--- config.mk ---
export PLATFORM = sky130hd
export DESIGN_NAME = adm_ctrl
export DESIGN_NICKNAME = d
export VERILOG_FILES = /design/src/hdl/adm_pkg.sv /design/src/hdl/adm_timer_if.sv /design/src/hdl/adm_timer.sv /design/src/hdl/adm_ctrl.sv
export SDC_FILE = /design/constraint.sdc
export NUM_CORES = 1
export LEC_CHECK = 0
export BUFFER_PORTS_ARGS = -buffer_cell sky130_fd_sc_hd__buf_2
export CAP_MARGIN = 40
export CORE_ASPECT_RATIO = 0.9
export CORE_MARGIN = 2
export CORE_UTILIZATION = 56
export CTS_CLUSTER_SIZE = 16
export DETAILED_ROUTE_END_ITERATION = 8
export PLACE_DENSITY = 0.76
export SLEW_MARGIN = 40
export SYNTH_ARGS = -nofsm -noshare
export SYNTH_HDL_FRONTEND = slang
export SYNTH_HIERARCHICAL = 1
export SYNTH_SLANG_ARGS = --single-unit
--- constraint.sdc ---
create_clock -name clk_i -period 4.2 [get_ports clk_i]
set_clock_uncertainty 0.1 [all_clocks]
set_input_delay 0.84 -clock clk_i [delete_from_list [all_inputs] [get_ports clk_i]]
set_output_delay 0.84 -clock clk_i [all_outputs]
set_load 0.01 [all_outputs]
--- src/hdl/adm_pkg.sv ---
// Constants and types for the page-mode DRAM module controller
package adm_pkg;
  localparam int unsigned CLK_PERIOD_PS = 5000;
  localparam int unsigned ADDR_W        = 10;
  localparam int unsigned DATA_W        = 32;
  localparam int unsigned LANES         = 4;
  localparam int unsigned WORD_ADDR_W   = 2 * ADDR_W;
  // Timings in their own units
  localparam int unsigned POWERUP_US    = 100;
  localparam int unsigned INIT_REFRESHES = 8;
  localparam int unsigned REFRESH_NS_X10 = 156;   // 15.6 us in units of 100 ns
  localparam int unsigned RC_NS         = 110;
  localparam int unsigned PC_NS         = 40;
  localparam int unsigned RAS_ACC_NS    = 60;
  localparam int unsigned CAS_ACC_NS    = 15;
  localparam int unsigned CPA_NS        = 35;
  localparam int unsigned AA_NS         = 30;
  localparam int unsigned RP_NS         = 40;
  localparam int unsigned RCD_NS        = 20;
  localparam int unsigned CP_NS         = 10;
  localparam int unsigned CSR_NS        = 10;
  localparam int unsigned RAH_NS        = 10;
  // Derived cycle counts; minimums round up
  function automatic int unsigned ns_up(input int unsigned ns);
    return (ns * 1000 + CLK_PERIOD_PS - 1) / CLK_PERIOD_PS;
  endfunction
  localparam int unsigned POWERUP_CYC  = POWERUP_US * 1000 * 1000 / CLK_PERIOD_PS;
  // Longest interval rounds down: 15.6 us = 15600 ns
  localparam int unsigned REFRESH_CYC  = REFRESH_NS_X10 * 100 * 1000 / CLK_PERIOD_PS;
  localparam int unsigned RC_CYC       = ns_up(RC_NS);
  localparam int unsigned PC_CYC       = ns_up(PC_NS);
  localparam int unsigned RP_CYC       = ns_up(RP_NS);
  localparam int unsigned RCD_CYC      = ns_up(RCD_NS);
  localparam int unsigned CP_CYC       = ns_up(CP_NS);
  localparam int unsigned CSR_CYC      = ns_up(CSR_NS);
  localparam int unsigned RAH_CYC      = ns_up(RAH_NS);
  localparam int unsigned RAS_ACC_CYC  = ns_up(RAS_ACC_NS);
  localparam int unsigned CAS_ACC_CYC  = ns_up(CAS_ACC_NS);
  localparam int unsigned CPA_CYC      = ns_up(CPA_NS);
  localparam int unsigned AA_CYC       = ns_up(AA_NS);
  localparam int unsigned RAS_LOW_CYC  = ns_up(RC_NS - RP_NS);
  localparam int unsigned CNT_W        = 16;
  localparam logic [LANES-1:0] LANES_OFF = 4'hF;
  localparam logic [LANES-1:0] LANES_ON  = 4'h0;
  typedef enum logic [1:0] {
    ADM_EV_NONE,
    ADM_EV_DONE,
    ADM_EV_RDATA
  } adm_event_e;
endpackage

--- src/hdl/adm_timer_if.sv ---
// Interface between controller and its down-counting timer
`timescale 1ns/1ps
interface adm_timer_if;
  import adm_pkg::*;
  logic             load;
  logic [CNT_W-1:0] value;
  logic             expired;
  modport ctrl  (output load, output value, input expired);
  modport timer (input load, input value, output expired);
endinterface

--- src/hdl/adm_timer.sv ---
// Loadable down counter that flags when its wait has elapsed
`timescale 1ns/1ps
module adm_timer
  import adm_pkg::*;
(
  input  wire logic  clk_i,    // System clock
  input  wire logic  rst_n_i,  // Async reset, active low
  adm_timer_if.timer tif       // Load and expiry
);
  logic [CNT_W-1:0] cnt_q;
  logic [CNT_W-1:0] cnt_d;

  // Next count; a load of n expires n cycles later
  always_comb begin
    cnt_d = cnt_q;
    if (tif.load) begin
      cnt_d = tif.value;
    end else if (cnt_q != '0) begin
      cnt_d = cnt_q - 1'b1;
    end
  end

  always_ff @(posedge clk_i or negedge rst_n_i) begin
    if (!rst_n_i) begin
      cnt_q <= '0;
    end else begin
      cnt_q <= cnt_d;
    end
  end

  // Expiry ignores load: the load is decided from expiry, so a loop would form
  assign tif.expired = (cnt_q <= CNT_W'(1));
endmodule

--- src/hdl/adm_ctrl.sv ---
// Page-mode DRAM module controller: init, refresh, page reads and writes
`timescale 1ns/1ps
module adm_ctrl
  import adm_pkg::*;
#(
  parameter int unsigned POWERUP_CYCLES = POWERUP_CYC,   // Power-up pause
  parameter int unsigned REFRESH_CYCLES = REFRESH_CYC    // Refresh spacing
) (
  input  wire logic                        clk_i,              // 200 MHz clock
  input  wire logic                        rst_n_i,            // Async reset, low
  input  wire logic                        column_first_i,     // Use internal counter refresh
  input  wire logic                        req_valid_i,        // Access request
  input  wire logic                        req_write_i,        // 1 write, 0 read
  input  wire logic [WORD_ADDR_W-1:0]      req_addr_i,         // Row high, column low
  input  wire logic [DATA_W-1:0]           req_wdata_i,        // Write data
  input  wire logic [LANES-1:0]            req_lanes_i,        // Write byte enables, high active; reads use all lanes
  input  wire logic                        req_last_i,         // Close page after this
  output logic                             req_ready_o,        // High the cycle after the request was taken
  output logic                             rdata_valid_o,      // Read data pulse
  output logic [DATA_W-1:0]                rdata_o,            // Read word
  output logic                             init_done_o,        // Init sequence complete
  output logic                             row_strobe_n_o,     // Row strobe pin
  output logic [LANES-1:0]                 column_strobe_lane_n_o, // Per-lane column strobes
  output logic [ADDR_W-1:0]                muxed_address_o,    // Row/column address pins
  output logic                             write_select_n_o,   // Write select, low writes
  output logic [DATA_W-1:0]                data_bus_o,         // Data pins, out
  output logic                             data_bus_oe_o,      // Data pins, drive enable
  input  wire logic [DATA_W-1:0]           data_bus_i          // Data pins, in
);
  typedef enum logic [3:0] {
    ST_POWERUP, ST_IDLE, ST_ROW, ST_COL, ST_COL_WAIT, ST_PRECHG_CAS,
    ST_CLOSE, ST_REF_ROW, ST_CBR_CAS, ST_CBR_RAS, ST_RP
  } adm_state_e;

  adm_timer_if tif ();
  adm_timer u_timer (.clk_i(clk_i), .rst_n_i(rst_n_i), .tif(tif));

  adm_state_e             st_q, st_d;
  logic [CNT_W-1:0]       ref_cnt_q, ref_cnt_d;
  logic                   ref_pend_q, ref_pend_d;
  logic [3:0]             init_cnt_q, init_cnt_d;
  logic                   init_q, init_d;
  logic [ADDR_W-1:0]      ref_row_q, ref_row_d;
  logic [CNT_W-1:0]       ras_cnt_q, ras_cnt_d;
  logic [CNT_W-1:0]       pc_cnt_q, pc_cnt_d;
  logic                   wr_q, wr_d, last_q, last_d, first_q, first_d;
  logic [ADDR_W-1:0]      row_q, row_d;
  logic                   ras_q, ras_d, we_q, we_d, oe_q, oe_d, rdv_q, rdv_d, rdy_q, rdy_d;
  logic [LANES-1:0]       cas_q, cas_d;
  logic [ADDR_W-1:0]      addr_q, addr_d;
  logic [DATA_W-1:0]      dout_q, dout_d, rdata_q, rdata_d;
  logic [DATA_W-1:0]      din_s1_q, din_s2_q;
  logic                   take;
  logic                   pu_armed_q;
  logic                   pu_load;

  // Two flops on returning data: pin input from outside the clock domain
  always_ff @(posedge clk_i or negedge rst_n_i) begin
    if (!rst_n_i) begin
      din_s1_q <= '0;
      din_s2_q <= '0;
    end else begin
      din_s1_q <= data_bus_i;
      din_s2_q <= din_s1_q;
    end
  end

  // Read waits the latest access limit, two sync stages and one edge of margin;
  // without the margin the pin is sampled on the very edge the data turns valid
  localparam int unsigned ACC_CYC = (CAS_ACC_CYC > AA_CYC ? CAS_ACC_CYC : AA_CYC) + 3;
  localparam int unsigned CAS_LOW_CYC = (ACC_CYC > PC_CYC - CP_CYC) ? ACC_CYC : PC_CYC - CP_CYC;
  assign take = (st_q == ST_ROW || st_q == ST_COL_WAIT) && tif.expired;

  // Sequencer: next state, pins and counters
  always_comb begin
    st_d = st_q;       ref_cnt_d = ref_cnt_q; ref_pend_d = ref_pend_q;
    init_cnt_d = init_cnt_q; init_d = init_q; ref_row_d = ref_row_q;
    ras_cnt_d = (ras_cnt_q != '0) ? ras_cnt_q - 1'b1 : ras_cnt_q;
    pc_cnt_d = (pc_cnt_q != '0) ? pc_cnt_q - 1'b1 : pc_cnt_q;
    wr_d = wr_q; last_d = last_q; first_d = first_q; row_d = row_q;
    ras_d = ras_q; cas_d = cas_q; we_d = we_q; addr_d = addr_q;
    oe_d = oe_q; dout_d = dout_q; rdata_d = rdata_q; rdv_d = 1'b0; rdy_d = 1'b0;
    tif.load = 1'b0; tif.value = '0;
    // Refresh pacing; pending flag set wins over its clear
    if (ref_cnt_q >= CNT_W'(REFRESH_CYCLES - 1)) begin
      ref_cnt_d = '0;
    end else begin
      ref_cnt_d = ref_cnt_q + 1'b1;
    end
    unique case (st_q)
      ST_POWERUP: begin
        if (pu_load) begin
          tif.load = 1'b1;
          tif.value = CNT_W'(POWERUP_CYCLES);
        end else if (tif.expired) begin
          st_d = ST_IDLE;
        end
      end
      ST_IDLE: begin
        ras_d = 1'b1; cas_d = LANES_OFF; we_d = 1'b1; oe_d = 1'b0;
        if (ref_pend_q || !init_q) begin
          ref_pend_d = 1'b0;
          if (column_first_i) begin
            cas_d = LANES_ON;
            st_d = ST_CBR_CAS;
            tif.load = 1'b1; tif.value = CNT_W'(CSR_CYC);
          end else begin
            addr_d = ref_row_q;
            ras_d = 1'b0;
            st_d = ST_REF_ROW;
            tif.load = 1'b1; tif.value = CNT_W'(RAS_LOW_CYC);
            ras_cnt_d = CNT_W'(RC_CYC);
          end
        end else if (req_valid_i) begin
          row_d = req_addr_i[WORD_ADDR_W-1:ADDR_W];
          addr_d = req_addr_i[WORD_ADDR_W-1:ADDR_W];
          ras_d = 1'b0;
          ras_cnt_d = CNT_W'(RC_CYC);
          first_d = 1'b1;
          st_d = ST_ROW;
          tif.load = 1'b1; tif.value = CNT_W'(RCD_CYC > RAH_CYC ? RCD_CYC : RAH_CYC);
        end
      end
      ST_ROW, ST_COL_WAIT: begin
        if (take) begin
          if (st_q == ST_COL_WAIT && (!req_valid_i || pc_cnt_q != '0 ||
              req_addr_i[WORD_ADDR_W-1:ADDR_W] != row_q || ref_pend_q)) begin
            if (!req_valid_i || req_addr_i[WORD_ADDR_W-1:ADDR_W] != row_q || ref_pend_q) begin
              st_d = ST_CLOSE;
            end
          end else if (req_valid_i && req_addr_i[WORD_ADDR_W-1:ADDR_W] == row_q) begin
            rdy_d = 1'b1;
            addr_d = req_addr_i[ADDR_W-1:0];
            wr_d = req_write_i; last_d = req_last_i;
            we_d = !req_write_i;
            dout_d = req_wdata_i; oe_d = req_write_i;
            cas_d = req_write_i ? ~req_lanes_i : LANES_ON;
            pc_cnt_d = CNT_W'(PC_CYC);
            st_d = ST_COL;
            tif.load = 1'b1;
            // First column of a row also waits row access time, counted from row fall
            tif.value = CNT_W'(first_q ? (RAS_ACC_CYC + 3 > CAS_LOW_CYC + RCD_CYC ?
                        RAS_ACC_CYC - RCD_CYC + 3 : CAS_LOW_CYC) : CAS_LOW_CYC);
          end else if (st_q == ST_ROW) begin
            st_d = ST_CLOSE;
          end
        end
      end
      ST_COL: begin
        if (tif.expired) begin
          if (!wr_q) begin
            rdata_d = din_s2_q; rdv_d = 1'b1;
          end
          cas_d = LANES_OFF;
          oe_d = 1'b0; first_d = 1'b0;
          st_d = ST_PRECHG_CAS;
          tif.load = 1'b1; tif.value = CNT_W'(CP_CYC);
        end
      end
      ST_PRECHG_CAS: begin
        we_d = 1'b1;
        if (tif.expired) begin
          st_d = last_q ? ST_CLOSE : ST_COL_WAIT;
        end
      end
      ST_CLOSE: begin
        if (ras_cnt_q <= CNT_W'(RP_CYC)) begin
          ras_d = 1'b1;
          st_d = ST_RP;
          tif.load = 1'b1; tif.value = CNT_W'(RP_CYC);
        end
      end
      ST_REF_ROW: begin
        if (tif.expired) begin
          ras_d = 1'b1;
          ref_row_d = ref_row_q + 1'b1;
          st_d = ST_RP;
          tif.load = 1'b1; tif.value = CNT_W'(RP_CYC);
        end
      end
      ST_CBR_CAS: begin
        if (tif.expired) begin
          ras_d = 1'b0;
          st_d = ST_CBR_RAS;
          tif.load = 1'b1; tif.value = CNT_W'(RAS_LOW_CYC);
        end
      end
      ST_CBR_RAS: begin
        if (tif.expired) begin
          ras_d = 1'b1; cas_d = LANES_OFF;
          st_d = ST_RP;
          tif.load = 1'b1; tif.value = CNT_W'(RP_CYC);
        end
      end
      ST_RP: begin
        if (tif.expired) begin
          if (!init_q) begin
            init_cnt_d = init_cnt_q + 1'b1;
            init_d = (init_cnt_q == 4'(INIT_REFRESHES - 1));
          end
          st_d = ST_IDLE;
        end
      end
      default: st_d = ST_IDLE;
    endcase
    if (ref_cnt_q >= CNT_W'(REFRESH_CYCLES - 1)) begin
      ref_pend_d = 1'b1;
    end
  end

  always_ff @(posedge clk_i or negedge rst_n_i) begin
    if (!rst_n_i) begin
      st_q <= ST_POWERUP; ref_cnt_q <= '0; ref_pend_q <= 1'b0;
      init_cnt_q <= '0; init_q <= 1'b0; ref_row_q <= '0;
      ras_cnt_q <= '0; pc_cnt_q <= '0; wr_q <= 1'b0; last_q <= 1'b0; first_q <= 1'b0;
      row_q <= '0; ras_q <= 1'b1; cas_q <= LANES_OFF; we_q <= 1'b1; addr_q <= '0;
      oe_q <= 1'b0; dout_q <= '0; rdata_q <= '0; rdv_q <= 1'b0; rdy_q <= 1'b0;
    end else begin
      st_q <= st_d; ref_cnt_q <= ref_cnt_d; ref_pend_q <= ref_pend_d;
      init_cnt_q <= init_cnt_d; init_q <= init_d; ref_row_q <= ref_row_d;
      ras_cnt_q <= ras_cnt_d; pc_cnt_q <= pc_cnt_d; wr_q <= wr_d; last_q <= last_d;
      first_q <= first_d; row_q <= row_d; ras_q <= ras_d; cas_q <= cas_d; we_q <= we_d;
      addr_q <= addr_d; oe_q <= oe_d; dout_q <= dout_d; rdata_q <= rdata_d;
      rdv_q <= rdv_d; rdy_q <= rdy_d;
    end
  end

  // Power-up pause armed once after reset release
  always_ff @(posedge clk_i or negedge rst_n_i) begin
    if (!rst_n_i) begin
      pu_armed_q <= 1'b0;
    end else begin
      pu_armed_q <= 1'b1;
    end
  end
  assign pu_load = !pu_armed_q;

  // Pin and user outputs, all from flops
  assign row_strobe_n_o         = ras_q;
  assign column_strobe_lane_n_o = cas_q;
  assign muxed_address_o        = addr_q;
  assign write_select_n_o       = we_q;
  assign data_bus_o             = dout_q;
  assign data_bus_oe_o          = oe_q;
  assign rdata_o                = rdata_q;
  assign rdata_valid_o          = rdv_q;
  assign req_ready_o            = rdy_q;
  assign init_done_o            = init_q;
endmodule

==> impl_metrics.yaml <==
outcome:
  outcome: "complete, no violations"
global_route:
  grt_pass1_wl_mm: 35.0
  met3_usage: 0.0438
  gr-usage-all-layers: 0.219
  use_met2: 0.344
  grt_max_degree: 110
  gr-max-usage-layer: "met2"
  gr-total-overflow: 0
  grt_pass1_vias: 6918
  antenna_found_initial: 0
  gr-usage-met1: 0.319
clocking:
  numCtsBuffers: 25
  clk_pin_slew_worst_paths_ns: 0.06
  hold_buffers: 0
  worstSkewPairLatency_ns: 0.52
  postCtsSetupBuffers: 0
  clockBufferDepth: 3
  cts-resized-gates: 0
  htreeDepth: 1
  root_buffer: "clkbuf_16"
  clkSinkCount: 245
  cts_tree: "done"
floorplan:
  die-area_mm2: 0.0195
  start_util: 0.566
  core_area_mm2: 0.0182
  rows: 47
  die_w_um: 147
  dieHeight_um: 133
  ios: 178
power_and_ir_drop:
  powerDensity_mw_per_mm2: 554
  switching_share: 0.296
  power_frac_comb: 0.230
  finalPower_mw: 6.88
  power_frac_clock: 0.348
  leakagePower_nw: 5.98
  p_int_mw: 4.84
  seqPwrFrac: 0.422
  irDropWorstVdd_mv: 0.341
  p_sw_mw: 2.04
cells_and_area:
  syn_to_final_growth_pct: 20.4
  register_area_mm2: 0.00614
  n_fill_cell: 1381
  layout_common_cells: "dfrtp_1, buf_2, nor2_1"
  drive_gt1_frac: 0.326
  layout.nets: 1150
  utilization: 0.681
  diodes: 0
  finalNonFillerCells: 1311
  multiInputGateArea_mm2: 0.00398
  mostFrequentLayoutCell: "dfrtp_1"
detailed_routing:
  drcViolationCount: 0
  antenna_left: 0
  wl_per_cell_um: 16.3
  firstDrtPassIters: 5
  vias: 7083
  first_iter_violations: 587
  viasPerCell: 5.40
  routed_wl_mm: 21.3
logic_synthesis:
  synth_top_flop_cell: "dfrtp_1"
  yosys.cell_types.count: 69
  synth-edff-count: 0
  syn_area_mm2: 0.0103
  synth.yosys.seq_area_share: 0.595
  syn_avg_cell_area_um2: 12.0
  synth_seq_cells: 245
  syn-instance-count: 856
  async_reset_ff_frac: 1.00
  ys.warnings.count: 6
placed_design:
  port_buffers: 177
  globalplace.congestion: 0.945
  dp.cells: 1265
  dp_hpwl_mm: 14.2
critical_path:
  cp_data_required_time_ns: 4.54
  critPathMaxFanout: 17
  worstSetupEndpointType: "register"
  cp_data_arrival_time_ns: 3.87
  path_class: "register to register"
  worstSetupStartpointType: "register"
timing:
  slew_violations: 0
  timing.fmax_ghz: 0.284
  setup_viol: 0
  rsz0062_at_grt: "no"
  worstMarginPinSlew_ns: 0.709
  max-slew-margin-rel: 0.528
  hold_viol: 0
  post-route-period-util: 0.839
  setup-tns-final_ns: 0
  holdWs_ns: 0.120
  fin_crit_ns: 3.52
run:
  maxCapViolCount: 0
worst_hold_path:
  hp-class: "input pin to async pin"
[worst max-delay path, cell delays in order, from the launching register on]
cell and delay, ns:
dfrtp_1 0.43, nor4_1 0.58, nand4_1 0.35, nor2_1 0.19
buf_4 0.17, inv_1 0.13, nor4b_4 0.31, nor2_1 0.09
nand3_1 0.46, or3_1 0.42, mux2i_1 0.22
[state kept, by name (all words and copies together) (netlist names), 4 cells and up]
name,count
u_timer/cnt_q,16
pc_cnt_q,16
ref_row_q,10
st_q,4
muxed_address_o,10
ref_cnt_q,16
column_strobe_lane_n_o,4
data_bus_o,32
ras_cnt_q,16
din_s2_q,32
rdata_o,32
din_s1_q,32
init_cnt_q,4
row_q,10
[metrics by stage]
stage          cell area, um^2  setup WS [ns]
4_1_cts                  12400          0.704
3_5_place_dp             11500          0.735
2_1_floorplan            10400          0.661
3_3_place_gp             11500          0.826
6_report                 12400          0.675
5_1_grt                  12400          0.387
[layer usage]
| layer | vias up | routed length, um |
|---|---|---|
| li1 | 3364 | - |
| met1 | 3479 | 9490 |
| met2 | 207 | 10200 |
| met3 | 33 | 1240 |
| met4 | 0 | 390 |
| met5 | - | 0 |
[cells by family after synthesis]
kind of cell             synth area share
adder cells (fa/ha/maj)           0.00971
flip-flops                          0.595
other                            0.000728
buffers and inverters              0.0237
AO/OA/AOI/OAI                      0.0649
XOR/XNOR                           0.0518
multiplexers                        0.107
AND/OR/NAND/NOR                     0.147
[power by group through the flow]
stage | registers (mW) | clock network, mW | logic [mW]
after floorplan | 2.86 | 0 | 1.20
after global placement | 2.92 | 0 | 1.52
after detailed placement | 2.93 | 0 | 1.56
after CTS | 2.90 | 2.43 | 1.57
after global routing | 2.94 | 2.54 | 1.76
final | 2.91 | 2.39 | 1.58
[path summary, 6_finish.rpt]
| check | start | to | slack [ns] | cells past startpoint |
|---|---|---|---|---|
| worst max-delay path | u_timer/cnt_q[12] | u_timer/cnt_q[1] | 0.68 | 10 |
| worst min-delay path | rst_n_i | din_s1_q[29] | 0.12 | 1 |
| max in group asynchronous | rst_n_i | column_strobe_lane_n_o[3] | 3.11 | 2 |
| worst min register to register | din_s1_q[18] | din_s2_q[18] | 0.25 | 0 |
| min in group clk_i | din_s1_q[18] | din_s2_q[18] | 0.25 | 0 |
| worst max register to register | u_timer/cnt_q[12] | u_timer/cnt_q[1] | 0.68 | 10 |
[synthesized netlist by cell type (all sizes together) (7+ instances only)]
cell type / instances / area (um^2)
a31oi: 12 / 75.1
nand4: 10 / 62.6
nor2: 89 / 334
a21oi: 18 / 90.1
nor3: 26 / 158
nand2: 59 / 221
clkbuf: 22 / 103
mux2: 95 / 1070
nor4: 18 / 146
o21ai: 33 / 169
nor2b: 7 / 43.8
nand3: 14 / 70.1
xor2: 26 / 228
xnor2: 35 / 307
and3: 8 / 50.1
or3: 16 / 108
ha: 8 / 100
or4: 8 / 65.1
dfrtp: 239 / 5980
nand2b: 11 / 68.8
buf: 13 / 85.1
inv: 15 / 56.3
[cell type report]
| cell class | instances | share of cell area |
|---|---|---|
| Clock buffer | 37 | 0.0588 |
| Inverter | 15 | 0.00453 |
| Tap cell | 245 | 0.0247 |
| Sequential cell | 245 | 0.494 |
| Timing Repair Buffer | 190 | 0.0836 |
| Multi-Input combinational cell | 571 | 0.320 |
| Clock inverter | 8 | 0.0136 |
Power figures use the tool's default switching activity.
